<file path="src/design/srl_pkg.sv">
// Purpose: Shared constants and types for the setpoint rate limiter.
// Assumes: 50 MHz clock, values in 0.01 % steps, times in 0.1 s steps.
// Notes: Register offsets are byte addresses on a 32-bit classic bus.
package srl_pkg;
	// ****************************************
	// Timing.
	// ****************************************
	localparam int CLK_HZ = 50_000_000;
	localparam int CTRL_PERIOD_US = 1000;
	localparam int CTRL_CYCLES = CLK_HZ / 1_000_000 * CTRL_PERIOD_US;
	localparam int TICK_W = 20;
	// ****************************************
	// Scaling.
	// ****************************************
	localparam int FRAC_BITS = 16;
	localparam int ACC_W = 36;
	localparam int DIV_W = 40;
	localparam int FULL_SCALE_LSB = 10000;
	localparam int TIME_UNIT_US = 100000;
	localparam int SHAPE_DEN = 20000;
	localparam logic [15:0] SHAPE_GAIN = 16'h0007;
	localparam longint STEP_NUM_INT = 64'(FULL_SCALE_LSB) * CTRL_PERIOD_US * SHAPE_DEN
		/ TIME_UNIT_US;
	localparam logic [DIV_W-1:0] STEP_NUM = DIV_W'(STEP_NUM_INT << FRAC_BITS);
	localparam logic [15:0] TIME_MIN = 16'h0001;
	localparam logic [15:0] TIME_MAX = 16'h1770;
	localparam logic [15:0] PCT_MAX = 16'h2710;
	localparam logic signed [16:0] HYST_LSB = 17'sh00032;
	localparam logic signed [16:0] OUT_LIMIT = 17'sh07530;
	// ****************************************
	// Register map.
	// ****************************************
	localparam logic [7:0] ADDR_CTRL = 8'h00;
	localparam logic [7:0] ADDR_RISE = 8'h04;
	localparam logic [7:0] ADDR_FALL = 8'h08;
	localparam logic [7:0] ADDR_SHAPE = 8'h0C;
	localparam logic [7:0] ADDR_THRESH = 8'h10;
	localparam logic [7:0] ADDR_MIN = 8'h14;
	localparam logic [7:0] ADDR_STATUS = 8'h18;
	localparam logic [7:0] ADDR_OUTPUT = 8'h1C;
	localparam int CTRL_FREEZE_BIT = 0;
	localparam int CTRL_INVERT_BIT = 1;
	localparam int CTRL_AUTO_BIT = 2;
	localparam int CTRL_EXT_BIT = 3;
	localparam int CTRL_FIXED_BIT = 4;
	localparam logic [4:0] CTRL_RST = 5'h14;
	localparam logic [15:0] RISE_RST = 16'h0064;
	localparam logic [15:0] FALL_RST = 16'h0064;
	localparam logic [15:0] SHAPE_RST = 16'h00FA;
	localparam logic [15:0] THRESH_RST = 16'h0032;
	localparam logic [15:0] MIN_RST = 16'h0000;
	typedef logic signed [ACC_W-1:0] srl_acc_t;
	typedef struct packed {
		logic [4:0] ctrl;
		logic [15:0] rise;
		logic [15:0] fall;
		logic [15:0] shape;
		logic [15:0] thresh;
		logic [15:0] min_speed;
	} srl_cfg_t;
endpackage : srl_pkg

</file>
<file path="src/design/srl_step_div.sv">
// Purpose: Serial divider giving the per-cycle step from a transition time.
// Assumes: Divisor is never zero.
// Notes: Restarts forever; a new quotient appears every DIV_W + 1 clocks.
`timescale 1ns/1ns
module srl_step_div import srl_pkg::*; (
	input wire logic clk_i,
	input wire logic rst_i,
	input wire logic [31:0] den_i,
	output logic [31:0] quot_o
);
	logic [5:0] cnt_ff;
	logic [32:0] rem_ff;
	logic [DIV_W-1:0] quo_ff;
	logic [31:0] den_ff;
	logic [32:0] shifted;
	logic [32:0] trial;
	logic fits;

	assign shifted = {rem_ff[31:0], quo_ff[DIV_W-1]};
	assign trial = shifted - {1'b0, den_ff};
	assign fits = !trial[32];

	// ****************************************
	// Shift and subtract, one bit per clock.
	// ****************************************
	always_ff @(posedge clk_i) begin
		if (rst_i) begin
			cnt_ff <= 6'h00;
			rem_ff <= 33'h0;
			quo_ff <= '0;
			den_ff <= 32'h1;
			quot_o <= 32'h0;
		end else if (cnt_ff == 6'h00) begin
			quot_o <= (quo_ff[DIV_W-1:32] != '0) ? 32'hFFFFFFFF : quo_ff[31:0];
			quo_ff <= STEP_NUM;
			rem_ff <= 33'h0;
			den_ff <= den_i;
			cnt_ff <= 6'(DIV_W);
		end else begin
			rem_ff <= fits ? trial : shifted;
			quo_ff <= {quo_ff[DIV_W-2:0], fits};
			cnt_ff <= cnt_ff - 6'h01;
		end
	end
endmodule : srl_step_div

</file>
<file path="src/design/srl_core.sv">
// Purpose: Setpoint rate limiter with freeze, resets, minimum clamp and activity flag.
// Assumes: Setpoint, preset and drive enable are synchronous to clk_i.
// Notes: Registers are reached over a classic Wishbone slave.
`timescale 1ns/1ns
module srl_core import srl_pkg::*; #(
	parameter int CTRL_DIV = CTRL_CYCLES
) (
	input wire logic clk_i,
	input wire logic rst_i,
	input wire logic cyc_i,
	input wire logic stb_i,
	input wire logic we_i,
	input wire logic [7:0] adr_i,
	input wire logic [3:0] sel_i,
	input wire logic [31:0] dat_i,
	output logic [31:0] dat_o,
	output logic ack_o,
	input wire logic signed [15:0] setpoint_i,
	input wire logic signed [15:0] preset_i,
	input wire logic drive_enable_i,
	output logic signed [15:0] rate_out_o,
	output logic active_o
);
	// ****************************************
	// Register file.
	// ****************************************
	srl_cfg_t cfg_ff;
	logic [TICK_W-1:0] tick_cnt_ff;
	logic tick_ff;
	logic en_d_ff;
	logic start_pend_ff;
	logic side_pos_ff;
	srl_acc_t out_ff;
	logic req;
	logic wr;
	logic [31:0] rd_data;

	function automatic logic [15:0] merge16(input logic [15:0] old, input logic [31:0] d,
		input logic [3:0] s);
		merge16 = {s[1] ? d[15:8] : old[15:8], s[0] ? d[7:0] : old[7:0]};
	endfunction : merge16

	function automatic logic [15:0] lim_time(input logic [15:0] v);
		lim_time = (v < TIME_MIN) ? TIME_MIN : ((v > TIME_MAX) ? TIME_MAX : v);
	endfunction : lim_time

	function automatic logic [15:0] lim_pct(input logic [15:0] v);
		lim_pct = (v > PCT_MAX) ? PCT_MAX : v;
	endfunction : lim_pct

	assign req = cyc_i && stb_i && !ack_o;
	assign wr = req && we_i;

	logic wr_ctrl;
	logic wr_rise;
	logic wr_fall;
	logic wr_shape;
	logic wr_thresh;
	logic wr_min;
	assign wr_ctrl = wr && adr_i == ADDR_CTRL && sel_i[0];
	assign wr_rise = wr && adr_i == ADDR_RISE;
	assign wr_fall = wr && adr_i == ADDR_FALL;
	assign wr_shape = wr && adr_i == ADDR_SHAPE;
	assign wr_thresh = wr && adr_i == ADDR_THRESH;
	assign wr_min = wr && adr_i == ADDR_MIN;

	srl_cfg_t nxt_cfg;
	assign nxt_cfg.ctrl = wr_ctrl ? dat_i[4:0] : cfg_ff.ctrl;
	assign nxt_cfg.rise = wr_rise ? lim_time(merge16(cfg_ff.rise, dat_i, sel_i))
		: cfg_ff.rise;
	assign nxt_cfg.fall = wr_fall ? lim_time(merge16(cfg_ff.fall, dat_i, sel_i))
		: cfg_ff.fall;
	assign nxt_cfg.shape = wr_shape ? lim_pct(merge16(cfg_ff.shape, dat_i, sel_i))
		: cfg_ff.shape;
	assign nxt_cfg.thresh = wr_thresh ? lim_pct(merge16(cfg_ff.thresh, dat_i, sel_i))
		: cfg_ff.thresh;
	assign nxt_cfg.min_speed = wr_min ? lim_pct(merge16(cfg_ff.min_speed, dat_i, sel_i))
		: cfg_ff.min_speed;

	logic freeze;
	logic invert;
	logic auto_rst;
	logic ext_rst;
	assign freeze = cfg_ff.ctrl[CTRL_FREEZE_BIT];
	assign invert = cfg_ff.ctrl[CTRL_INVERT_BIT];
	assign auto_rst = cfg_ff.ctrl[CTRL_AUTO_BIT];
	assign ext_rst = cfg_ff.ctrl[CTRL_EXT_BIT];

	always_comb begin
		case (adr_i)
			ADDR_CTRL: rd_data = {27'h0, cfg_ff.ctrl};
			ADDR_RISE: rd_data = {16'h0, cfg_ff.rise};
			ADDR_FALL: rd_data = {16'h0, cfg_ff.fall};
			ADDR_SHAPE: rd_data = {16'h0, cfg_ff.shape};
			ADDR_THRESH: rd_data = {16'h0, cfg_ff.thresh};
			ADDR_MIN: rd_data = {16'h0, cfg_ff.min_speed};
			ADDR_STATUS: rd_data = {28'h0, side_pos_ff, start_pend_ff, drive_enable_i, active_o};
			ADDR_OUTPUT: rd_data = {{16{rate_out_o[15]}}, rate_out_o};
			default: rd_data = 32'h0;
		endcase
	end

	always_ff @(posedge clk_i) begin
		if (rst_i) begin
			cfg_ff <= {CTRL_RST, RISE_RST, FALL_RST, SHAPE_RST, THRESH_RST, MIN_RST};
			ack_o <= 1'b0;
			dat_o <= 32'h0;
		end else begin
			cfg_ff <= nxt_cfg;
			ack_o <= req;
			dat_o <= req ? rd_data : 32'h0;
		end
	end

	// ****************************************
	// Control cycle and start pulse.
	// ****************************************
	logic en_rise;
	logic last_cnt;
	assign en_rise = drive_enable_i && !en_d_ff;
	assign last_cnt = tick_cnt_ff == TICK_W'(CTRL_DIV - 1);

	always_ff @(posedge clk_i) begin
		if (rst_i) begin
			tick_cnt_ff <= '0;
			tick_ff <= 1'b0;
			en_d_ff <= 1'b0;
			start_pend_ff <= 1'b0;
		end else begin
			tick_cnt_ff <= last_cnt ? '0 : tick_cnt_ff + 1'b1;
			tick_ff <= last_cnt;
			en_d_ff <= drive_enable_i;
			start_pend_ff <= en_rise || (start_pend_ff && !tick_ff);
		end
	end

	// ****************************************
	// Step sizes.
	// ****************************************
	logic [31:0] shape_fac;
	logic [31:0] rise_den;
	logic [31:0] fall_den;
	logic [31:0] rise_step;
	logic [31:0] fall_step;
	assign shape_fac = 32'(SHAPE_DEN) + 32'(cfg_ff.shape) * 32'(SHAPE_GAIN);
	assign rise_den = 32'(cfg_ff.rise) * shape_fac;
	assign fall_den = 32'(cfg_ff.fall) * shape_fac;

	srl_step_div u_rise_div (
		.clk_i(clk_i),
		.rst_i(rst_i),
		.den_i(rise_den),
		.quot_o(rise_step)
	);

	srl_step_div u_fall_div (
		.clk_i(clk_i),
		.rst_i(rst_i),
		.den_i(fall_den),
		.quot_o(fall_step)
	);

	// ****************************************
	// Setpoint conditioning.
	// ****************************************
	logic signed [16:0] sp_ext;
	logic signed [16:0] sp_inv;
	logic signed [16:0] sp_mag;
	logic signed [16:0] min_s;
	logic clamp_on;
	logic signed [16:0] sp_min;
	logic signed [16:0] cond;
	logic nxt_side_pos;
	assign sp_ext = 17'(setpoint_i);
	assign sp_inv = invert ? -sp_ext : sp_ext;
	assign sp_mag = sp_inv[16] ? -sp_inv : sp_inv;
	assign min_s = {1'b0, cfg_ff.min_speed};
	assign nxt_side_pos = (sp_inv > HYST_LSB) ? 1'b1 : ((sp_inv < -HYST_LSB) ? 1'b0 : side_pos_ff);
	assign clamp_on = drive_enable_i && cfg_ff.min_speed != 16'h0 && sp_mag < min_s;
	assign sp_min = clamp_on ? (nxt_side_pos ? min_s : -min_s) : sp_inv;
	assign cond = (sp_min > OUT_LIMIT) ? OUT_LIMIT : ((sp_min < -OUT_LIMIT) ? -OUT_LIMIT : sp_min);

	// ****************************************
	// Rate limiting.
	// ****************************************
	srl_acc_t target;
	srl_acc_t preset_acc;
	srl_acc_t diff;
	srl_acc_t abs_diff;
	srl_acc_t step_sel;
	srl_acc_t tracked;
	srl_acc_t nxt_out;
	logic away;
	logic reset_now;
	assign target = srl_acc_t'(cond) <<< FRAC_BITS;
	assign preset_acc = srl_acc_t'(preset_i) <<< FRAC_BITS;
	assign diff = target - out_ff;
	assign abs_diff = diff[ACC_W-1] ? -diff : diff;
	assign away = (!out_ff[ACC_W-1] && !diff[ACC_W-1]) || (out_ff <= 0 && diff[ACC_W-1]);
	assign step_sel = away ? srl_acc_t'({4'h0, rise_step}) : srl_acc_t'({4'h0, fall_step});
	assign tracked = (abs_diff <= step_sel) ? target
		: (diff[ACC_W-1] ? out_ff - step_sel : out_ff + step_sel);
	assign reset_now = ext_rst || (auto_rst && start_pend_ff);
	assign nxt_out = reset_now ? preset_acc : (freeze ? out_ff : tracked);

	// ****************************************
	// Activity flag.
	// ****************************************
	logic signed [16:0] out_int;
	logic signed [16:0] act_diff;
	logic signed [16:0] act_mag;
	logic nxt_active;
	assign out_int = 17'(rate_out_o);
	assign act_diff = out_int - cond;
	assign act_mag = act_diff[16] ? -act_diff : act_diff;
	assign nxt_active = act_mag > {1'b0, cfg_ff.thresh};

	always_ff @(posedge clk_i) begin
		if (rst_i) begin
			out_ff <= '0;
			side_pos_ff <= 1'b1;
			active_o <= 1'b0;
		end else begin
			out_ff <= tick_ff ? nxt_out : out_ff;
			side_pos_ff <= nxt_side_pos;
			active_o <= nxt_active;
		end
	end

	assign rate_out_o = out_ff[FRAC_BITS+15:FRAC_BITS];
endmodule : srl_core

</file>
<file path="config.mk">
export PLATFORM = sky130hd
export DESIGN_NAME = srl_core
export DESIGN_NICKNAME = d
export VERILOG_FILES = /design/src/design/srl_pkg.sv /design/src/design/srl_step_div.sv /design/src/design/srl_core.sv
export SDC_FILE = /design/constraint.sdc
export NUM_CORES = 2
export LEC_CHECK = 0
export ABC_CLOCK_PERIOD_IN_PS = 18370
export BUFFER_PORTS_ARGS = -buffer_cell sky130_fd_sc_hd__clkbuf_2
export CAP_MARGIN = 40
export CORE_ASPECT_RATIO = 0.75
export CORE_MARGIN = 2
export CORE_UTILIZATION = 30
export CTS_BUF_LIST = sky130_fd_sc_hd__clkbuf_4 sky130_fd_sc_hd__clkbuf_8
export DETAILED_ROUTE_END_ITERATION = 6
export GPL_ROUTABILITY_DRIVEN = 0
export PLACE_DENSITY = 0.41
export REMOVE_ABC_BUFFERS = 1
export SETUP_SLACK_MARGIN = 0.02
export SYNTH_ARGS = -nofsm -noshare
export SYNTH_HDL_FRONTEND = slang
export SYNTH_SLANG_ARGS = --single-unit
</file>
<file path="constraint.sdc">
create_clock -name clk_i -period 18.37 [get_ports clk_i]
set_input_delay 2.7555 -clock clk_i [delete_from_list [all_inputs] [get_ports clk_i]]
set_output_delay 2.7555 -clock clk_i [all_outputs]
set_load 0.01 [all_outputs]
</file>
==> flow_metrics.py <==
metrics = {
    "final_layout": {
        "finish.utilization_pct": 33.17,
        "final_net_count": 7012,
        "post_layout_nonfiller_instances": 8295,
        "fillCellCount": 17409,
        "drive_gt1_share_pct": 8.959,
        "final-seq-area_um2": 8970,
        "multi_input_area_um2": 36700,
        "layout-area-overhead-vs-synth_pct": 9.783,
    },
    "setup_path": {
        "timing_worst_setup_path_type": "input port to flip-flop",
        "path_common_cell": "buf_4",
        "cp-start-kind": "input port",
        "crit_buf_inv": 11,
        "setup.reg_to_reg.worst_slack_ns": 3.40,
        "req_time_crit_path_ns": 19.03,
        "critical_path.max_stage_delay_ns": 0.59,
        "worst_ep_arrival_time_ns": 17.50,
        "critical_path_peak_fanout": 15,
        "kind_of_capture_point_of_the_worst_setup_path": "flip-flop",
        "critical_path.top_delay_family": "compound AO/OA/AOI/OAI gates",
        "critPathSlowestCell": "a211oi_4",
    },
    "placed_design": {
        "numPortBuffers": 113,
        "placement.setup.worst_slack_ns": 0.9259,
        "place_hpwl_um": 126900,
        "numPlacedInstances": 8136,
    },
    "sta": {
        "timing_worst_slew_pin_value_ns": 0.8875,
        "final_worst_path_cycle_share_pct": 91.68,
        "timing.final.max_slew_violations": 0,
        "rsz0062_at_grt": "no",
        "timing.final.ws_setup_ns": 1.529,
        "max_clk_rate_mhz": 59.38,
        "timing.slew.headroom_pct": 40.62,
        "hold_viol_final": 0,
        "finalWorstPathRequiredPeriod_ns": 16.84,
        "finalClockSkew_ns": 0.07491,
        "report.final.setup_viol": 0,
    },
    "grt": {
        "global_route_wire_length_before_repair_um": 258700,
        "grtUsageTotal_pct": 19.83,
        "via_count_of_the_first_global_routing_pass": 40677,
        "grt_max_degree": 136,
        "grt.overflow.total": 0,
        "antenna_found_initial": 24,
    },
    "die": {
        "die_x_um": 474.9,
        "core_region_area_um2": 165100,
        "chipHeight_um": 357.2,
        "design.die.area_um2": 169600,
        "floorplan.initialDensity_pct": 30.22,
        "pin_count": 132,
        "number_of_standard_cell_rows_in_the_floorplan": 129,
    },
    "min_path": {
        "holdCritPathClass": "flip-flop to flip-flop",
    },
    "routing": {
        "dr_vias": 41307,
        "drc": 0,
        "dr.first_iter.drc_count": 3286,
        "viasPerCell": 4.980,
        "residual_antenna_violating_net_count_after_detailed_routing": 0,
        "drt_pre_antenna_iters": 5,
        "routedWlPerCell_um": 20.25,
        "drt-total-wl_um": 168000,
    },
    "synth": {
        "synth_area_um2": 49890,
        "yosysSeqAreaShare_pct": 17.98,
        "yosys.cell_count.top_type": "nand2_1",
        "synth_top_cell_by_area": "fa_1",
        "synth.area.top_cells": "fa_1, dfxtp_1, ha_1",
        "synth.yosys.warnings": 0,
        "synth_async_sr_flop_share_pct": 0,
        "yosysUniqueCellTypes": 102,
        "netlist_top_cells_count": "nand2_1, inv_1, fa_1, dfxtp_1, ha_1",
        "synth_flop_cell": "dfxtp_1",
        "postSynthRegisterBits": 448,
        "synth_top_cell_area_share_pct": 20.46,
        "synth-edff-count": 0,
        "synth_area_per_cell_um2": 8.268,
        "syn_inst": 6034,
    },
    "cts": {
        "cts_buffers": 89,
        "post-cts-setup-buffer-count": 0,
        "clock-sinks": 448,
        "cts-htree-levels": 3,
        "cts.reportedPaths.clkPinSlew_ns": 0.06,
        "cts-resized-gates": 0,
        "clock-root-buffer": "clkbuf_8",
        "tritoncts": "built",
        "clock_path_buffers": 3,
        "post_cts_hold_buffer_count": 0,
        "worstSkewPairLatency_ns": 0.81,
    },
    "flow_run": {
        "drv_cap": 0,
    },
    "power_and_ir_drop": {
        "static-leakage-power_nw": 23.91,
        "power_density_nw_per_um2": 83.77,
        "ir_drop_worst_vdd_v": 0.00007840,
    },
    "run_status": {
        "run_status": "finished, final reports clean",
    },
}
==> per-stage QoR <==
| stage | cell area [um2] | TNS (ns) | power (mW) | hold WS (ns) |
|---|---|---|---|---|
| after detailed placement | 52830 | 0 | 3.455 | 0.4406 |
| after global routing | 54770 | 0 | 4.951 | 0.4594 |
| final | 54770 | 0 | 4.588 | 0.4319 |
| after floorplan | 48400 | -138.84 | 2.829 | 0.4128 |
| after CTS | 54750 | 0 | 4.635 | 0.4376 |
| after global placement | 52750 | 0 | 3.453 | 0.4310 |
==> registers in the layout, summed over array words and instances (netlist names) <==
name / cells
en_d_ff: 1
u_rise_div.quot_o: 32
start_pend_ff: 1
u_rise_div.cnt_ff: 6
u_fall_div.rem_ff: 32
tick_ff: 1
u_fall_div.quot_o: 32
active_o: 1
dat_o: 17
u_rise_div.quo_ff: 40
tick_cnt_ff: 20
ack_o: 1
u_rise_div.den_ff: 32
u_fall_div.cnt_ff: 6
out_ff: 36
u_fall_div.den_ff: 32
auto_rst: 1
cfg_ff: 84
u_fall_div.quo_ff: 40
side_pos_ff: 1
u_rise_div.rem_ff: 32
==> routing by layer <==
metal  track usage (%)  vias up  wire length (um)
li1                  -    19959                 -
met1             31.02    20238             88470
met2             28.45      939             68140
met3             2.598      169              7815
met4             4.357        2              3530
met5                 0        -                 7
==> area by class of cell <==
cell class / instances / share of cell area, %
clock inverters: 24 / 0.5917
repair buffers: 224 / 2.673
diodes: 7 / 0.03198
flip-flops and latches: 448 / 16.38
inverters: 775 / 5.320
clock buffers: 128 / 2.919
multi-input cells: 4462 / 67.00
well taps: 2227 / 5.087
==> path summary, 6_finish.rpt <==
| kind | start | to | depth (start not counted) |
|---|---|---|---|
| min | u_rise_div.rem_ff[1] | u_rise_div.rem_ff[2] | 2 |
| max reg2reg | cfg_ff[81] | out_ff[34] | 64 |
| min reg2reg | u_rise_div.rem_ff[1] | u_rise_div.rem_ff[2] | 2 |
| max | setpoint_i[0] | out_ff[34] | 70 |
==> kinds of logic (layout without fill, tap and decap cells) <==
kind of cell | after synthesis | count (layout) | share of synthesized area (%)
mux | 101 | 101 | 2.094
flops | 448 | 448 | 17.98
other cells | 0 | 7 | 0
compound gates | 1088 | 1088 | 14.90
xor+xnor | 328 | 328 | 5.856
simple gates | 2015 | 2015 | 19.36
fa+ha+maj | 930 | 930 | 31.00
buf+inv | 1124 | 1151 | 8.818
==> tightest hold or removal path: cells and delay by family, from the launching register on <==
kind / cells / cell delay, ns
AOI/OAI and AO/OA: 1 / 0.05
DFF: 1 / 0.31
and+or+nand+nor: 1 / 0.05
==> placed cells by master, fill, tap and decap left out, drive strengths merged, types with 19 or more instances in the layout <==
cell type and count:
o2111ai 19, xnor2 218, nand2 783, nand3 83, inv 781, nor2b 43, and4 22, and2 221
nand2b 65, o221a 65, nand4 29, nor3 111, o31ai 21, a221oi 34, and3 111, nor2 386
xor2 107, fa 510, ha 420, a21oi 332, o21ai 183, a21o 69, nor4 42, a31oi 51
o21bai 31, a22oi 41, o21a 27, clkbuf 240, mux2i 83, buf 111, o211ai 26, or3 44
a211oi 35, dfxtp 448, or2 24
==> where the power goes <==
part	internal, mW	switching [mW]	total [mW]
combinational	0.897	1.33	2.23
sequential	1.12	0.110	1.23
clock	0.637	0.499	1.14
(Power assumes the default switching activity.)
